File: src/ecs_pkg.sv
`default_nettype none
package ecs_pkg;
	// ---------------------------------------------------------------
	// register map
	// ---------------------------------------------------------------
	localparam logic [7:0] ECS_ADDR_CSR = 8'h11;
	localparam logic [7:0] ECS_CSR_RESET = 8'h00;
	// ---------------------------------------------------------------
	// field positions
	// ---------------------------------------------------------------
	localparam int ECS_B_SSE_ACK = 7;
	localparam int ECS_B_OUT_ACK = 6;
	localparam int ECS_B_STALL_REQ = 5;
	localparam int ECS_B_SETUP_END = 4;
	localparam int ECS_B_DATA_END = 3;
	localparam int ECS_B_STALL_SENT = 2;
	localparam int ECS_B_IN_RDY = 1;
	localparam int ECS_B_OUT_RDY = 0;

	// events from the serial interface engine, each a one-cycle pulse
	typedef struct packed {
		logic out_rx;       // setup or out packet landed in fifo
		logic in_tx;        // in packet sent and acknowledged
		logic ctrl_end;     // control transaction ended
		logic stall_tx;     // stall handshake put on the wire
		logic proto_err;    // protocol error, hardware stall
		logic data_end_clr; // engine consumed the data-end mark
	} ecs_sie_ev_t;

	// levels towards the serial interface engine
	typedef struct packed {
		logic stall_req;
		logic in_ready;
		logic data_end;
		logic out_ready;
	} ecs_sie_ctl_t;
endpackage : ecs_pkg
`default_nettype wire

File: src/ecs_ep0_csr.sv
`default_nettype none
module ecs_ep0_csr (
	// clock and reset
	input wire logic clk_i,
	input wire logic sys_rst_i,
	// register port
	input wire logic [7:0] addr_i,
	input wire logic [7:0] wdata_i,
	input wire logic wr_i,
	input wire logic rd_i,
	output logic [7:0] rdata_o,
	// endpoint select from the index register
	input wire logic [3:0] ep_index_i,
	// serial interface engine
	input wire ecs_pkg::ecs_sie_ev_t sie_ev_i,
	output ecs_pkg::ecs_sie_ctl_t sie_ctl_o,
	// endpoint zero interrupt pulse
	output logic ep0_irq_o
);
	import ecs_pkg::*;

	// ---------------------------------------------------------------
	// state
	// ---------------------------------------------------------------
	logic setup_end_flag_q, setup_end_flag_d;
	logic out_packet_ready_q, out_packet_ready_d;
	logic send_stall_request_q, send_stall_request_d;
	logic stall_sent_flag_q, stall_sent_flag_d;
	logic data_end_mark_q, data_end_mark_d;
	logic in_packet_ready_q, in_packet_ready_d;
	logic [7:0] rdata_q, rdata_d;
	logic irq_q, irq_d;
	logic csr_wr;
	logic csr_rd;
	logic [7:0] csr_view;
	logic sse_ack_wr;
	logic out_ack_wr;
	logic stall_set_wr;
	logic stall_sent_clr_wr;
	logic data_end_wr;
	logic in_rdy_wr;
	logic hw_setup_end;
	logic hw_stall;
	ecs_sie_ctl_t sie_ctl;

	// ---------------------------------------------------------------
	// decode
	// ---------------------------------------------------------------
	// one decode for both strobes, so a read and a write always agree
	function automatic logic ecs_csr_hit(
		input logic [7:0] addr,
		input logic [3:0] index
	);
		return (addr == ECS_ADDR_CSR) && (index == 4'h0);
	endfunction : ecs_csr_hit

	// write-one action on a single data bit
	function automatic logic ecs_w1(
		input logic wr,
		input logic [7:0] data,
		input int pos
	);
		return wr && data[pos];
	endfunction : ecs_w1

	// index must be zero to reach the register; software's job to set it
	assign csr_wr = wr_i && ecs_csr_hit(addr_i, ep_index_i);
	assign csr_rd = rd_i && ecs_csr_hit(addr_i, ep_index_i);

	// ---------------------------------------------------------------
	// read view
	// ---------------------------------------------------------------
	always_comb begin
		csr_view = ECS_CSR_RESET;
		csr_view[ECS_B_SSE_ACK] = 1'b0;
		csr_view[ECS_B_OUT_ACK] = 1'b0;
		csr_view[ECS_B_STALL_REQ] = send_stall_request_q;
		csr_view[ECS_B_SETUP_END] = setup_end_flag_q;
		csr_view[ECS_B_DATA_END] = data_end_mark_q;
		csr_view[ECS_B_STALL_SENT] = stall_sent_flag_q;
		csr_view[ECS_B_IN_RDY] = in_packet_ready_q;
		csr_view[ECS_B_OUT_RDY] = out_packet_ready_q;
	end

	// ---------------------------------------------------------------
	// software actions
	// ---------------------------------------------------------------
	always_comb begin
		sse_ack_wr = ecs_w1(csr_wr, wdata_i, ECS_B_SSE_ACK);
		out_ack_wr = ecs_w1(csr_wr, wdata_i, ECS_B_OUT_ACK);
		stall_set_wr = ecs_w1(csr_wr, wdata_i, ECS_B_STALL_REQ);
		data_end_wr = ecs_w1(csr_wr, wdata_i, ECS_B_DATA_END);
		in_rdy_wr = ecs_w1(csr_wr, wdata_i, ECS_B_IN_RDY);
		// clears on a zero, so firmware must write the bit high to keep it
		stall_sent_clr_wr = csr_wr && !wdata_i[ECS_B_STALL_SENT];
	end

	// ---------------------------------------------------------------
	// engine events
	// ---------------------------------------------------------------
	// data-end already written means the ending was expected, not early
	always_comb begin
		hw_setup_end = sie_ev_i.ctrl_end && !data_end_mark_q;
		hw_stall = sie_ev_i.stall_tx || sie_ev_i.proto_err;
	end

	// ---------------------------------------------------------------
	// setup-end flag
	// ---------------------------------------------------------------
	// engine set applied after the software clear, so the set wins
	always_comb begin
		setup_end_flag_d = setup_end_flag_q;
		if (sse_ack_wr) begin
			setup_end_flag_d = 1'b0;
		end
		if (hw_setup_end) begin
			setup_end_flag_d = 1'b1;
		end
	end

	always_ff @(posedge clk_i) begin
		if (sys_rst_i) begin
			setup_end_flag_q <= 1'b0;
		end else begin
			setup_end_flag_q <= setup_end_flag_d;
		end
	end

	// ---------------------------------------------------------------
	// out-ready flag
	// ---------------------------------------------------------------
	// read-only: only the ack bit clears it, never a direct write
	always_comb begin
		out_packet_ready_d = out_packet_ready_q;
		if (out_ack_wr) begin
			out_packet_ready_d = 1'b0;
		end
		if (sie_ev_i.out_rx) begin
			out_packet_ready_d = 1'b1;
		end
	end

	always_ff @(posedge clk_i) begin
		if (sys_rst_i) begin
			out_packet_ready_q <= 1'b0;
		end else begin
			out_packet_ready_q <= out_packet_ready_d;
		end
	end

	// ---------------------------------------------------------------
	// stall request
	// ---------------------------------------------------------------
	// engine clear last: a request landing with the stall is spent by it
	always_comb begin
		send_stall_request_d = send_stall_request_q;
		if (stall_set_wr) begin
			send_stall_request_d = 1'b1;
		end
		if (sie_ev_i.stall_tx) begin
			send_stall_request_d = 1'b0;
		end
	end

	always_ff @(posedge clk_i) begin
		if (sys_rst_i) begin
			send_stall_request_q <= 1'b0;
		end else begin
			send_stall_request_q <= send_stall_request_d;
		end
	end

	// ---------------------------------------------------------------
	// stall-sent flag
	// ---------------------------------------------------------------
	always_comb begin
		stall_sent_flag_d = stall_sent_flag_q;
		if (stall_sent_clr_wr) begin
			stall_sent_flag_d = 1'b0;
		end
		if (hw_stall) begin
			stall_sent_flag_d = 1'b1;
		end
	end

	always_ff @(posedge clk_i) begin
		if (sys_rst_i) begin
			stall_sent_flag_q <= 1'b0;
		end else begin
			stall_sent_flag_q <= stall_sent_flag_d;
		end
	end

	// ---------------------------------------------------------------
	// data-end mark
	// ---------------------------------------------------------------
	always_comb begin
		data_end_mark_d = data_end_mark_q;
		if (data_end_wr) begin
			data_end_mark_d = 1'b1;
		end
		if (sie_ev_i.data_end_clr) begin
			data_end_mark_d = 1'b0;
		end
	end

	always_ff @(posedge clk_i) begin
		if (sys_rst_i) begin
			data_end_mark_q <= 1'b0;
		end else begin
			data_end_mark_q <= data_end_mark_d;
		end
	end

	// ---------------------------------------------------------------
	// in-ready flag
	// ---------------------------------------------------------------
	always_comb begin
		in_packet_ready_d = in_packet_ready_q;
		if (in_rdy_wr) begin
			in_packet_ready_d = 1'b1;
		end
		if (sie_ev_i.in_tx) begin
			in_packet_ready_d = 1'b0;
		end
	end

	always_ff @(posedge clk_i) begin
		if (sys_rst_i) begin
			in_packet_ready_q <= 1'b0;
		end else begin
			in_packet_ready_q <= in_packet_ready_d;
		end
	end

	// ---------------------------------------------------------------
	// read data
	// ---------------------------------------------------------------
	// zero outside the answer cycle, so a stale byte never looks valid
	always_comb begin
		rdata_d = 8'h00;
		if (csr_rd) begin
			rdata_d = csr_view;
		end
	end

	always_ff @(posedge clk_i) begin
		if (sys_rst_i) begin
			rdata_q <= 8'h00;
		end else begin
			rdata_q <= rdata_d;
		end
	end

	// ---------------------------------------------------------------
	// interrupt
	// ---------------------------------------------------------------
	// one pulse however many events share a cycle; firmware reads the flags
	always_comb begin
		irq_d = 1'b0;
		if (sie_ev_i.out_rx) begin
			irq_d = 1'b1;
		end
		if (sie_ev_i.in_tx) begin
			irq_d = 1'b1;
		end
		if (hw_setup_end) begin
			irq_d = 1'b1;
		end
		if (hw_stall) begin
			irq_d = 1'b1;
		end
	end

	always_ff @(posedge clk_i) begin
		if (sys_rst_i) begin
			irq_q <= 1'b0;
		end else begin
			irq_q <= irq_d;
		end
	end

	// ---------------------------------------------------------------
	// outputs
	// ---------------------------------------------------------------
	always_comb begin
		sie_ctl = '0;
		sie_ctl.stall_req = send_stall_request_q;
		sie_ctl.in_ready = in_packet_ready_q;
		sie_ctl.data_end = data_end_mark_q;
		sie_ctl.out_ready = out_packet_ready_q;
	end

	assign rdata_o = rdata_q;
	assign ep0_irq_o = irq_q;
	assign sie_ctl_o = sie_ctl;
endmodule : ecs_ep0_csr
`default_nettype wire

File: config.mk
export PLATFORM = sky130hd
export DESIGN_NAME = ecs_ep0_csr
export DESIGN_NICKNAME = d
export VERILOG_FILES = /design/src/ecs_pkg.sv /design/src/ecs_ep0_csr.sv
export SDC_FILE = /design/constraint.sdc
export NUM_CORES = 1
export LEC_CHECK = 0
export ABC_AREA = 1
export BUFFER_PORTS_ARGS = -buffer_cell sky130_fd_sc_hd__buf_2
export CORE_MARGIN = 4
export CORE_UTILIZATION = 41
export DETAILED_ROUTE_END_ITERATION = 8
export MAX_ROUTING_LAYER = met4
export PLACE_DENSITY = 0.81
export REMOVE_ABC_BUFFERS = 1
export SYNTH_ARGS = -nofsm -noshare
export SYNTH_HDL_FRONTEND = slang
export SYNTH_SLANG_ARGS = --single-unit
File: constraint.sdc
create_clock -name clk_i -period 2.29 [get_ports clk_i]
set_clock_uncertainty 0.1 [all_clocks]
set_input_delay 0 -clock clk_i [delete_from_list [all_inputs] [get_ports clk_i]]
set_output_delay 0 -clock clk_i [all_outputs]
set_load 0.01 [all_outputs]
## After elaboration in Yosys (flattened, before gate mapping)

Cells that the tools add are included.
W data, S select, Z words.

- Bitwise logic cells: 1
- Reductions and logical operators: 21
- Eq/ne operators: 1
- Mux-type cells: 10

Operators with widths:

| cell | count |
|---|---|
| $logic_and A1 B1 Y1 | 10 |
| $mux W1 | 10 |
| $eq A8 B5 Y1 const B | 1 |
| $reduce_or A2 Y1 | 4 |
| $reduce_bool A2 Y1 | 3 |
| $logic_not A4 Y1 | 1 |
| $logic_not A1 Y1 | 2 |
| $logic_or A1 B1 Y1 | 1 |
| $not A1 Y1 | 1 |

- Output and inout port bits: 13
- Input bits: 30
- Bits in registers: 15
- Logic and storage cells: 42

## Depth between registers and ports, before layout

Gate-level depths: netlist (run 1).

- Depth in word-level cells: 6
- Gate-level depth with buffers: 8
- Mapped depth without buffers: 8

## Least setup slack after synthesis (run 1)

No wires, ideal clock.

- Kind: flip-flop to flip-flop
- Start point: register data_end_mark_q
- End point: register irq_q (netlist: ep0_irq_o)
- Data arrival time: 658 ps
- Buffers on the path: 0
- Clock period less this slack: 874 ps
- Library setup time: 115 ps
- Cell stages (with the launch flop): 6
- Setup slack: 1416 ps
- Required time: 2075 ps
- Cells stage by stage: dfxtp_1 inv_1 nand2_1 nand3_1 o21ai_0 inv_1

- Longest elaborated chain between the ends: 4

Ends and longest elaborated chain:

| what | RTL line | source |
|---|---|---|
| start, declared | ecs_ep0_csr.sv:29 | `logic data_end_mark_q, data_end_mark_d;` |
| start signal, assigned | ecs_ep0_csr.sv:211 | `data_end_mark_q <= data_end_mark_d;` |
| $logic_not A1 Y1 | ecs_ep0_csr.sv:103 | `hw_setup_end = sie_ev_i.ctrl_end && !data_end_mark_q;` |
| $logic_and A1 B1 Y1 | ecs_ep0_csr.sv:103 |  |
| $mux W1 | ecs_ep0_csr.sv:267 | `if (hw_setup_end) begin` |
| $mux W1 | ecs_ep0_csr.sv:270 | `if (hw_stall) begin` |
| end signal, assigned | ecs_ep0_csr.sv:279 | `irq_q <= irq_d;` |
| end, declared | ecs_ep0_csr.sv:32 | `logic irq_q, irq_d;` |

Every way passes these cells.
A chain may end at the register's enable or synchronous reset.

## Final worst setup path (run 1)

- Start point: input port sys_rst_i
- End point: register data_end_mark_q

- Longest elaborated chain between the ends: 1

Ends and longest elaborated chain:

| what | RTL line | source |
|---|---|---|
| start, declared | ecs_ep0_csr.sv:5 | `input wire logic sys_rst_i,` |
| $reduce_or A2 Y1 (no source line) | n/a |  |

Every way passes these cells.

==> results.cfg, run 1 <==
[status]
outcome = finished clean

[grt]
number_of_antenna_violations_at_the_first_check_in_global_routing = 0
global_route.usage.total_pct = 15.7
met1_usage_pct = 16.4
grt_pass1_wl_um = 2360
grt_overflow = 0
grt_pass1_vias = 589
grt_util_met2_pct = 29.4
grt_most_used_layer = met2
pin_count_of_the_biggest_net_entering_global_routing = 8
groute.layer.met3.usage_pct = 1.19

[drt]
drt_via_density = 4.32
post_drt_wl_per_cell_um = 10.7
drt_first_iter_violations = 9
vias = 639
drt-pass1-iter-count = 4
postRouteAntennaNets = 0
drc = 0
drt_wl_total_um = 1580

[clock_network]
cts_inserted_buffers = 3
root_buffer = clkbuf_4
worst_skew_pair.late_latency_ns = 0.26
clock_pin_transition_on_the_worst_setup_and_hold_timing_paths_ns = 0.08
cts_buffer_depth = 2
clock_sink_count = 13
cts_tree = built
cts_resized = 0
h-tree-depth = 1

[finish]
stdcell_area_um2 = 936
highest_count_cells_in_the_layout_ignoring_fill_and_taps = 38 x buf_2, 15 x inv_1, 15 x dlygate4sd3_1
final_layout_size_suffix_gt1_share_pct = 38.3
filler_cell_count = 109
ff_latch_area_um2 = 260
multi_input_comb_area_um2 = 234
finish.net_count = 164
area.growth.synth_to_final_pct = 58.1
n_antenna_cell = 0
leading_cell_type_in_the_layout_fill_and_taps_excluded = buf_2
layout.core_utilization_pct = 70.2

[timing]
timing.final.crit_share_pct = 90.8
max_freq_mhz = 481
finalMaxSlewViolations = 0
final-setup-viol-count = 0
report.final.hold_viol_count = 0
period_minus_slack_ns = 2.08
grt_setup_unrepaired = false
final_critical_path_setup_slack_ns = 0.212
totalNegativeSetupSlack_ns = 0

[power_and_ir_drop]
power.density_cell_area_nw_per_um2 = 472
leakagePower_nw = 0.486
ir_drop_mv = 0.275
post-layout-total-power_mw = 0.442

[floorplanning]
effective_utilization_at_floorplan_pct = 44.4
design.portCount = 43
horiz_die_dim_um = 46.0
dieArea_um2 = 2120
rows = 13
die_h_um = 46.0
core_um2 = 1330

[worst_setup_path]
crit_path_end_kind = flip-flop
regToRegSetupSlack_ns = 0.78
critPathCapture = data_end_mark_q$_SDFFE_PP0P_
worstPathMaxFanout = 7
arrival_ns = 2.19
worst_ep_required_time_ns = 2.41
reg2reg_depth = 6
worst_r2r_startpoint = data_end_mark_q$_SDFFE_PP0P_
timing.critical_path.from = sys_rst_i
start_kind = input pin
r2r_end = ep0_irq_o$_SDFF_PP0_
critPathKind = input pin to flip-flop

[yosys]
synth_area_um2 = 592
synth_cells = 81
seq_area_frac_synth_pct = 44.0
yosysWarningCount = 0
ys_seq_elements = 13
ys_types = 16
synthesized_area_divided_by_synthesized_cell_count_um2 = 7.31

[job]
cap_viol_max_count = 0

[placed_design]
portBuffers = 38
place.detailed.hpwl_um = 1120
place_congestion = 0.701
place_ws_ns = 1.27
dpl-instance-area_um2 = 759

[min_path]
worstHoldPathType = input pin to flip-flop
[cells in the mapped netlist]
master    count  share of area, %
nand2_2       1               1.1
nand3b_1      1               1.3
dfxtp_1      13                44
nor2_2        3               3.2
conb_1        1              0.63
nand4_1       3               3.2
nor2_1       13               8.2
or2_2         3               3.2
inv_1        15               9.5
o21ai_0       1              0.84
a21oi_2       3               4.4
a21oi_1       3               2.5
nand3_1       3               2.5
nor3_1        1              0.84
buf_4         6               7.6
nand2_1      11               7.0
[state kept, by name (all words and copies together), names as in the netlist]
name                  flops
out_packet_ready_q        1
ep0_irq_o                 1
in_packet_ready_q         1
data_end_mark_q           1
rdata_o                   6
send_stall_request_q      1
setup_end_flag_q          1
stall_sent_flag_q         1
[final cells by class]
class	instances	share of cell area (%)
sequential	13	27.8
tap	15	2.01
inverter	15	6.02
multi-input combinational	48	25.0
timing repair buffer	53	36.4
clock buffer	4	2.81
[critical path: stages]
cell and delay, ns:
dlygate4sd3_1 0.55, buf_2 0.17, or2_2 0.29, dlygate4sd3_1 0.56
a21oi_2 0.09, dlygate4sd3_1 0.54
[through the flow]
stage | hold WS, ns | cells
after floorplan | -0.0309 | 76
after global placement | 0.136 | 129
after detailed placement | 0.145 | 129
after CTS | 0.00867 | 148
after global routing | 0.0315 | 148
final | 0.0107 | 148
[cells by family after synthesis]
| group | share of synthesized area, % |
|---|---|
| compound gates | 7.82 |
| other cells | 0.634 |
| buf+inv | 17.1 |
| simple gates | 30.4 |
| flops | 44.0 |
[what timing repair did]
| item | CTS | global route |
|---|---|---|
| buffers inserted | 0 | 0 |
| hold endpoints to repair | 7 | 0 |
| hold buffers | 15 | 0 |
[how the worst min path moves through the flow]
stage	cells past startpoint	endpoint	startpoint
global route	5	in_packet_ready_q$_SDFFE_PP0P_	wr_i
CTS	3	rdata_o[0]$_SDFF_PP0_	rd_i
finish	3	rdata_o[0]$_SDFF_PP0_	rd_i
detailed placement	3	ep0_irq_o$_SDFF_PP0_	sie_ev_i[4]
global placement	3	ep0_irq_o$_SDFF_PP0_	sie_ev_i[4]
floorplan	1	out_packet_ready_q$_SDFFE_PP0P_	sys_rst_i
[power breakdown]
| part | switching (mW) | total [mW] | internal, mW |
|---|---|---|---|
| Sequential | 0.00262 | 0.233 | 0.231 |
| Combinational | 0.0282 | 0.0700 | 0.0418 |
| Clock | 0.0714 | 0.139 | 0.0673 |
[routing by layer]
metal  share of wire (%)  vias up
met5                   0        -
met4                 2.4        0
met3                 5.6        4
met2                  55       29
met1                  37      263
li1                    -      343
Power figures use the tool's default switching activity.
==> run 2: changes to the inputs <==
ABC_AREA = not set   (was 1)
PLACE_DENSITY = 0.8   (was 0.81)
==> run 2 against run 1 <==
  * First-iteration DRC count increased by 44%
  * Die area increased by 2.1%
  * Global-route usage increased by 1.6 points
  * Synthesized cell count decreased by 21%
  * Maximum frequency decreased by 0.91%
  * Register-to-register slack got worse by 0.59 ns
  * Via count increased by 2.0%
  * Flip-flop and latch count unchanged
  * Area after synthesis increased by 2.5%
  * Critical endpoint is now setup_end_flag_q$_SDFFE_PP0P_
==> results.cfg, run 2 <==
[finish]
layout.core_utilization_pct = 73.9
area.growth.synth_to_final_pct = 64.3
final_layout_size_suffix_gt1_share_pct = 38.3
leading_cell_type_in_the_layout_fill_and_taps_excluded = buf_2
highest_count_cells_in_the_layout_ignoring_fill_and_taps = 38 x buf_2, 20 x dlygate4sd3_1, 13 x dfxtp_1
stdcell_area_um2 = 997
largest_register_ffs = 6
n_antenna_cell = 0
finish.net_count = 151
final_cell_count_no_fill = 135

[worst_setup_path]
worst_r2r_startpoint = data_end_mark_q$_SDFFE_PP0P_
crit_path_end_kind = flip-flop
reg2reg_depth = 5
regToRegSetupSlack_ns = 0.19
start_kind = flip-flop
worst_ep_required_time_ns = 2.35
worstPathMaxFanout = 4
critPathKind = flip-flop to flip-flop
r2r_end = setup_end_flag_q$_SDFFE_PP0P_
arrival_ns = 2.15
critPathCapture = setup_end_flag_q$_SDFFE_PP0P_
timing.critical_path.from = data_end_mark_q$_SDFFE_PP0P_

[timing]
grt_setup_unrepaired = false
finalMaxSlewViolations = 0
report.final.hold_viol_count = 0
final-setup-viol-count = 0
timing.final.crit_share_pct = 91.6
totalNegativeSetupSlack_ns = 0
max_freq_mhz = 477
period_minus_slack_ns = 2.10

[status]
outcome = finished clean

[yosys]
synthesized_area_divided_by_synthesized_cell_count_um2 = 9.48
synth_top_cells_by_area = dfxtp_1 43%, nor4b_4 7.8%, buf_4 7.4%
synth_top_flop_cell = dfxtp_1
seq_area_frac_synth_pct = 42.9
netlist.top_cell.by_area = dfxtp_1
async_reset_ff_share_pct = 0
synth.top_cell.area_share_pct = 42.9
yosysWarningCount = 0
yosys-top-cells-count = 13 x dfxtp_1, 8 x nor2_1, 6 x buf_4, 5 x nand2b_1
ys_types = 22
synth_area_um2 = 607
synth_cells = 64
synth-edff-count = 0
ys_seq_elements = 13
synth_most_common_cell = dfxtp_1

[power_and_ir_drop]
power.density_cell_area_nw_per_um2 = 454
ir_drop_mv = 0.346
leakagePower_nw = 0.465
post-layout-total-power_mw = 0.452

[drt]
detailroute.wirelength.met2_um = 913
total_met3_wirelength_after_detailed_routing_um = 139
post_drt_wl_per_cell_um = 12.6
drt_first_iter_violations = 13
route.top_layer_used = met4
drt_via_density = 4.83
vias = 652
wl_met1_um = 613
postRouteAntennaNets = 0
drt_wl_total_um = 1700
drc = 0
drt-pass1-iter-count = 4

[floorplanning]
die_h_um = 46.5
core_um2 = 1350
dieArea_um2 = 2160
design.portCount = 43
horiz_die_dim_um = 46.5
rows = 13
effective_utilization_at_floorplan_pct = 44.9

[clock_network]
cts_resized = 0
root_buffer = clkbuf_4
worst_skew_pair.late_latency_ns = 0.27
cts_inserted_buffers = 3
cts_tree = built
cts_buffer_depth = 2
h-tree-depth = 1
clock_pin_transition_on_the_worst_setup_and_hold_timing_paths_ns = 0.08
cts-hold-fix-buffers = 20
post_cts_buffers = 0
clock_sink_count = 13

[grt]
grt_pass1_vias = 598
grt_overflow = 0
global_route.usage.total_pct = 17.3
grt_pass1_wl_um = 2550
pin_count_of_the_biggest_net_entering_global_routing = 10
number_of_antenna_violations_at_the_first_check_in_global_routing = 0

[min_path]
worstHoldPathType = input pin to flip-flop

[placed_design]
portBuffers = 38
placed_cell_count = 111
dpl-instance-area_um2 = 771
place_congestion = 0.801
place.detailed.hpwl_um = 1100

[job]
cap_viol_max_count = 0
[run 2: changes by cell type after synthesis, moves of 2 or more]
cell and delta:
o32ai_1 +2, nor4b_4 +2, nor2b_1 +2, or2_2 -3
nand2_1 -8, a21oi_2 -3, inv_1 -11, nand2b_1 +5
nor2_2 -3, nor2_1 -5
[run 2: worst min path at each step]
stage / to / cells past startpoint / slack (ns) / start
6_report: rdata_o[1]$_SDFF_PP0_ / 4 / 0.03 / ep_index_i[2]
5_1_grt: rdata_o[4]$_SDFF_PP0_ / 4 / 0.05 / ep_index_i[2]
4_1_cts: rdata_o[1]$_SDFF_PP0_ / 4 / 0.03 / ep_index_i[2]
3_5_place_dp: in_packet_ready_q$_SDFFE_PP0P_ / 2 / 0.13 / sie_ev_i[4]
3_3_place_gp: in_packet_ready_q$_SDFFE_PP0P_ / 2 / 0.13 / sie_ev_i[4]
2_1_floorplan: ep0_irq_o$_SDFF_PP0_ / 1 / -0.03 / sys_rst_i
[run 2: through the flow]
step | hold slack (ns) | setup WS [ns]
final | 0.0334 | 0.192
after global routing | 0.0521 | 0.131
after detailed placement | 0.130 | 0.942
after floorplan | -0.0309 | 1.18
after CTS | 0.0252 | 0.210
after global placement | 0.128 | 0.959
[run 2: critical path, stage by stage (launching register included)]
cell           delay, ns
dfxtp_1             0.39
nand2b_1            0.18
nand2_1             0.06
dlygate4sd3_1       0.55
o21a_1              0.17
dlygate4sd3_1       0.54
[run 2: cell type report]
type | instances | area (um2)
Inverter | 4 | 15.0
Tap cell | 15 | 18.8
Timing Repair Buffer | 58 | 390
Clock buffer | 4 | 26.3
Fill cell | 104 | 353
Sequential cell | 13 | 260
Multi-Input combinational cell | 41 | 287
[run 2: per-layer routing]
| layer | up-vias | global-route usage, % |
|---|---|---|
| met4 | 0 | 7.39 |
| met3 | 4 | 2.34 |
| met1 | 289 | 17.8 |
| li1 | 329 | - |
| met5 | - | - |
| met2 | 30 | 32.1 |
[run 2: kinds of logic (layout without fill, tap and decap cells)]
logic type	count (synthesis)	count (layout)	share of synthesized area, %
and+or+nand+nor	31	31	35.7
DFF	13	13	42.9
buffers and inverters	11	66	10.5
AOI/OAI and AO/OA	8	8	10.3
other	1	2	0.618
[run 2: power breakdown]
group	switching (mW)	internal (mW)
sequential	0.00256	0.231
combinational	0.0324	0.0481
clock	0.0714	0.0673
total	0.106	0.346
==> run 3: changes to the inputs <==
PLACE_DENSITY = 0.86   (was 0.8)
==> run 3 against run 2 <==
  * Register-to-register slack better by 0.53 ns
  * Critical path depth increased by 1
  * Core utilization down 0.74 points
  * Final area fell by 1.0%
  * Hold slack gained 0.0020 ns
  * Flip-flop and latch count unchanged
  * Largest cell class unchanged
  * Highest routed layer unchanged
==> results.cfg, run 3 (synthesized netlist as in run 2, its figures left out) <==
[placed_design]
portBuffers = 38
place_congestion = 0.775
place.detailed.hpwl_um = 1120
place_ws_ns = 0.936

[timing]
period_minus_slack_ns = 1.99
holdWs_ns = 0.0354
totalNegativeSetupSlack_ns = 0
grt_setup_unrepaired = false
final_critical_path_setup_slack_ns = 0.305
timing.final.crit_share_pct = 86.7
final-setup-viol-count = 0
report.final.hold_viol_count = 0
finalMaxSlewViolations = 0
max_freq_mhz = 504

[drt]
drc = 0
drt-pass1-iter-count = 4
drt_wl_total_um = 1660
post_drt_wl_per_cell_um = 12.4
vias = 665
drt_first_iter_violations = 14
postRouteAntennaNets = 0
drt_via_density = 4.96

[finish]
final_layout_size_suffix_gt1_share_pct = 38.7
n_antenna_cell = 0
area.growth.synth_to_final_pct = 62.7
largest_register_ffs = 6
multi_input_comb_area_um2 = 287
finish.net_count = 150
filler_cell_count = 102
highest_count_cells_in_the_layout_ignoring_fill_and_taps = 38 x buf_2, 19 x dlygate4sd3_1, 13 x dfxtp_1
leading_cell_type_in_the_layout_fill_and_taps_excluded = buf_2
ff_latch_area_um2 = 260

[clock_network]
root_buffer = clkbuf_4
clock_sink_count = 13
cts_resized = 0
worst_skew_pair.late_latency_ns = 0.27
cts_tree = built
clock_pin_transition_on_the_worst_setup_and_hold_timing_paths_ns = 0.08
cts_buffer_depth = 2
h-tree-depth = 1
cts_inserted_buffers = 3

[worst_setup_path]
crit_path_end_kind = flip-flop
regToRegSetupSlack_ns = 0.72
arrival_ns = 2.05
critPathKind = input pin to flip-flop
worstPathMaxFanout = 4
worst_ep_required_time_ns = 2.35
start_kind = input pin
reg2reg_depth = 4
worst_r2r_startpoint = data_end_mark_q$_SDFFE_PP0P_
r2r_end = setup_end_flag_q$_SDFFE_PP0P_

[floorplanning]
horiz_die_dim_um = 46.5
dieArea_um2 = 2160
effective_utilization_at_floorplan_pct = 44.9
core_um2 = 1350
design.portCount = 43
rows = 13
die_h_um = 46.5

[grt]
number_of_antenna_violations_at_the_first_check_in_global_routing = 0
grt_pass1_vias = 627
global_route.usage.total_pct = 17.6
grt_pass1_wl_um = 2550
pin_count_of_the_biggest_net_entering_global_routing = 10
grt_overflow = 0

[power_and_ir_drop]
power.density_cell_area_nw_per_um2 = 459
leakagePower_nw = 0.462
post-layout-total-power_mw = 0.454
ir_drop_mv = 0.229

[min_path]
worstHoldPathType = input pin to flip-flop
hold_start = ep_index_i[2]
hold_path_end = rdata_o[0]$_SDFF_PP0_
min_path_cells = 4

[job]
cap_viol_max_count = 0

[status]
outcome = finished clean
-- run 3: worst max-delay path by stage --
stage               slack [ns]                        endpoint       from
floorplan                 1.18  stall_sent_flag_q$_SDFFE_PP0P_  addr_i[5]
finish                    0.30  stall_sent_flag_q$_SDFFE_PP0P_  addr_i[7]
global route              0.21  stall_sent_flag_q$_SDFFE_PP0P_  addr_i[7]
global placement          0.96  stall_sent_flag_q$_SDFFE_PP0P_  addr_i[5]
CTS                       0.28  stall_sent_flag_q$_SDFFE_PP0P_  addr_i[7]
detailed placement        0.94  stall_sent_flag_q$_SDFFE_PP0P_  addr_i[5]
-- run 3: worst max-delay path, stage by stage --
cell           delay (ns)
dlygate4sd3_1        0.53
buf_2                0.13
nor4b_4              0.34
nand4_2              0.17
o41a_1               0.32
dlygate4sd3_1        0.55
-- run 3: per-stage QoR --
step / instance area, um2 / utilization, % / cells
finish: 987 / 73.1 / 134
global route: 987 / 73.1 / 134
CTS: 987 / 73.1 / 134
detailed placement: 771 / 57.1 / 111
global placement: 771 / 57.1 / 111
floorplan: 562 / - / 58
-- run 3: repair_timing --
item | in CTS | in global routing
hold buffers | 19 | 0
setup buffers | 0 | 0
endpoints found under the hold margin | 13 | 0
endpoints found under the setup margin | 0 | 0
-- run 3: final cells by class --
class	count	share of cell area, %
clock buffers	4	2.66
inverters	4	1.52
multi-input cells	41	29.0
flip-flops and latches	13	26.4
well taps	15	1.90
repair buffers	57	38.5
-- run 3: metal layers --
layer	share of wire [%]	vias to the layer above	global-route usage, %
met5	0	-	-
met4	2.6	0	10.8
met3	9.0	6	4.30
met2	53	38	30.5
met1	35	295	17.3
li1	-	326	-
-- run 3: report_power, final --
part / switching [mW] / total [mW] / leakage, nW / internal [mW]
registers: 0.00270 / 0.233 / 0.106 / 0.231
clock network: 0.0742 / 0.142 / 0.0150 / 0.0674
logic: 0.0317 / 0.0786 / 0.341 / 0.0469
total: 0.109 / 0.454 / 0.462 / 0.345
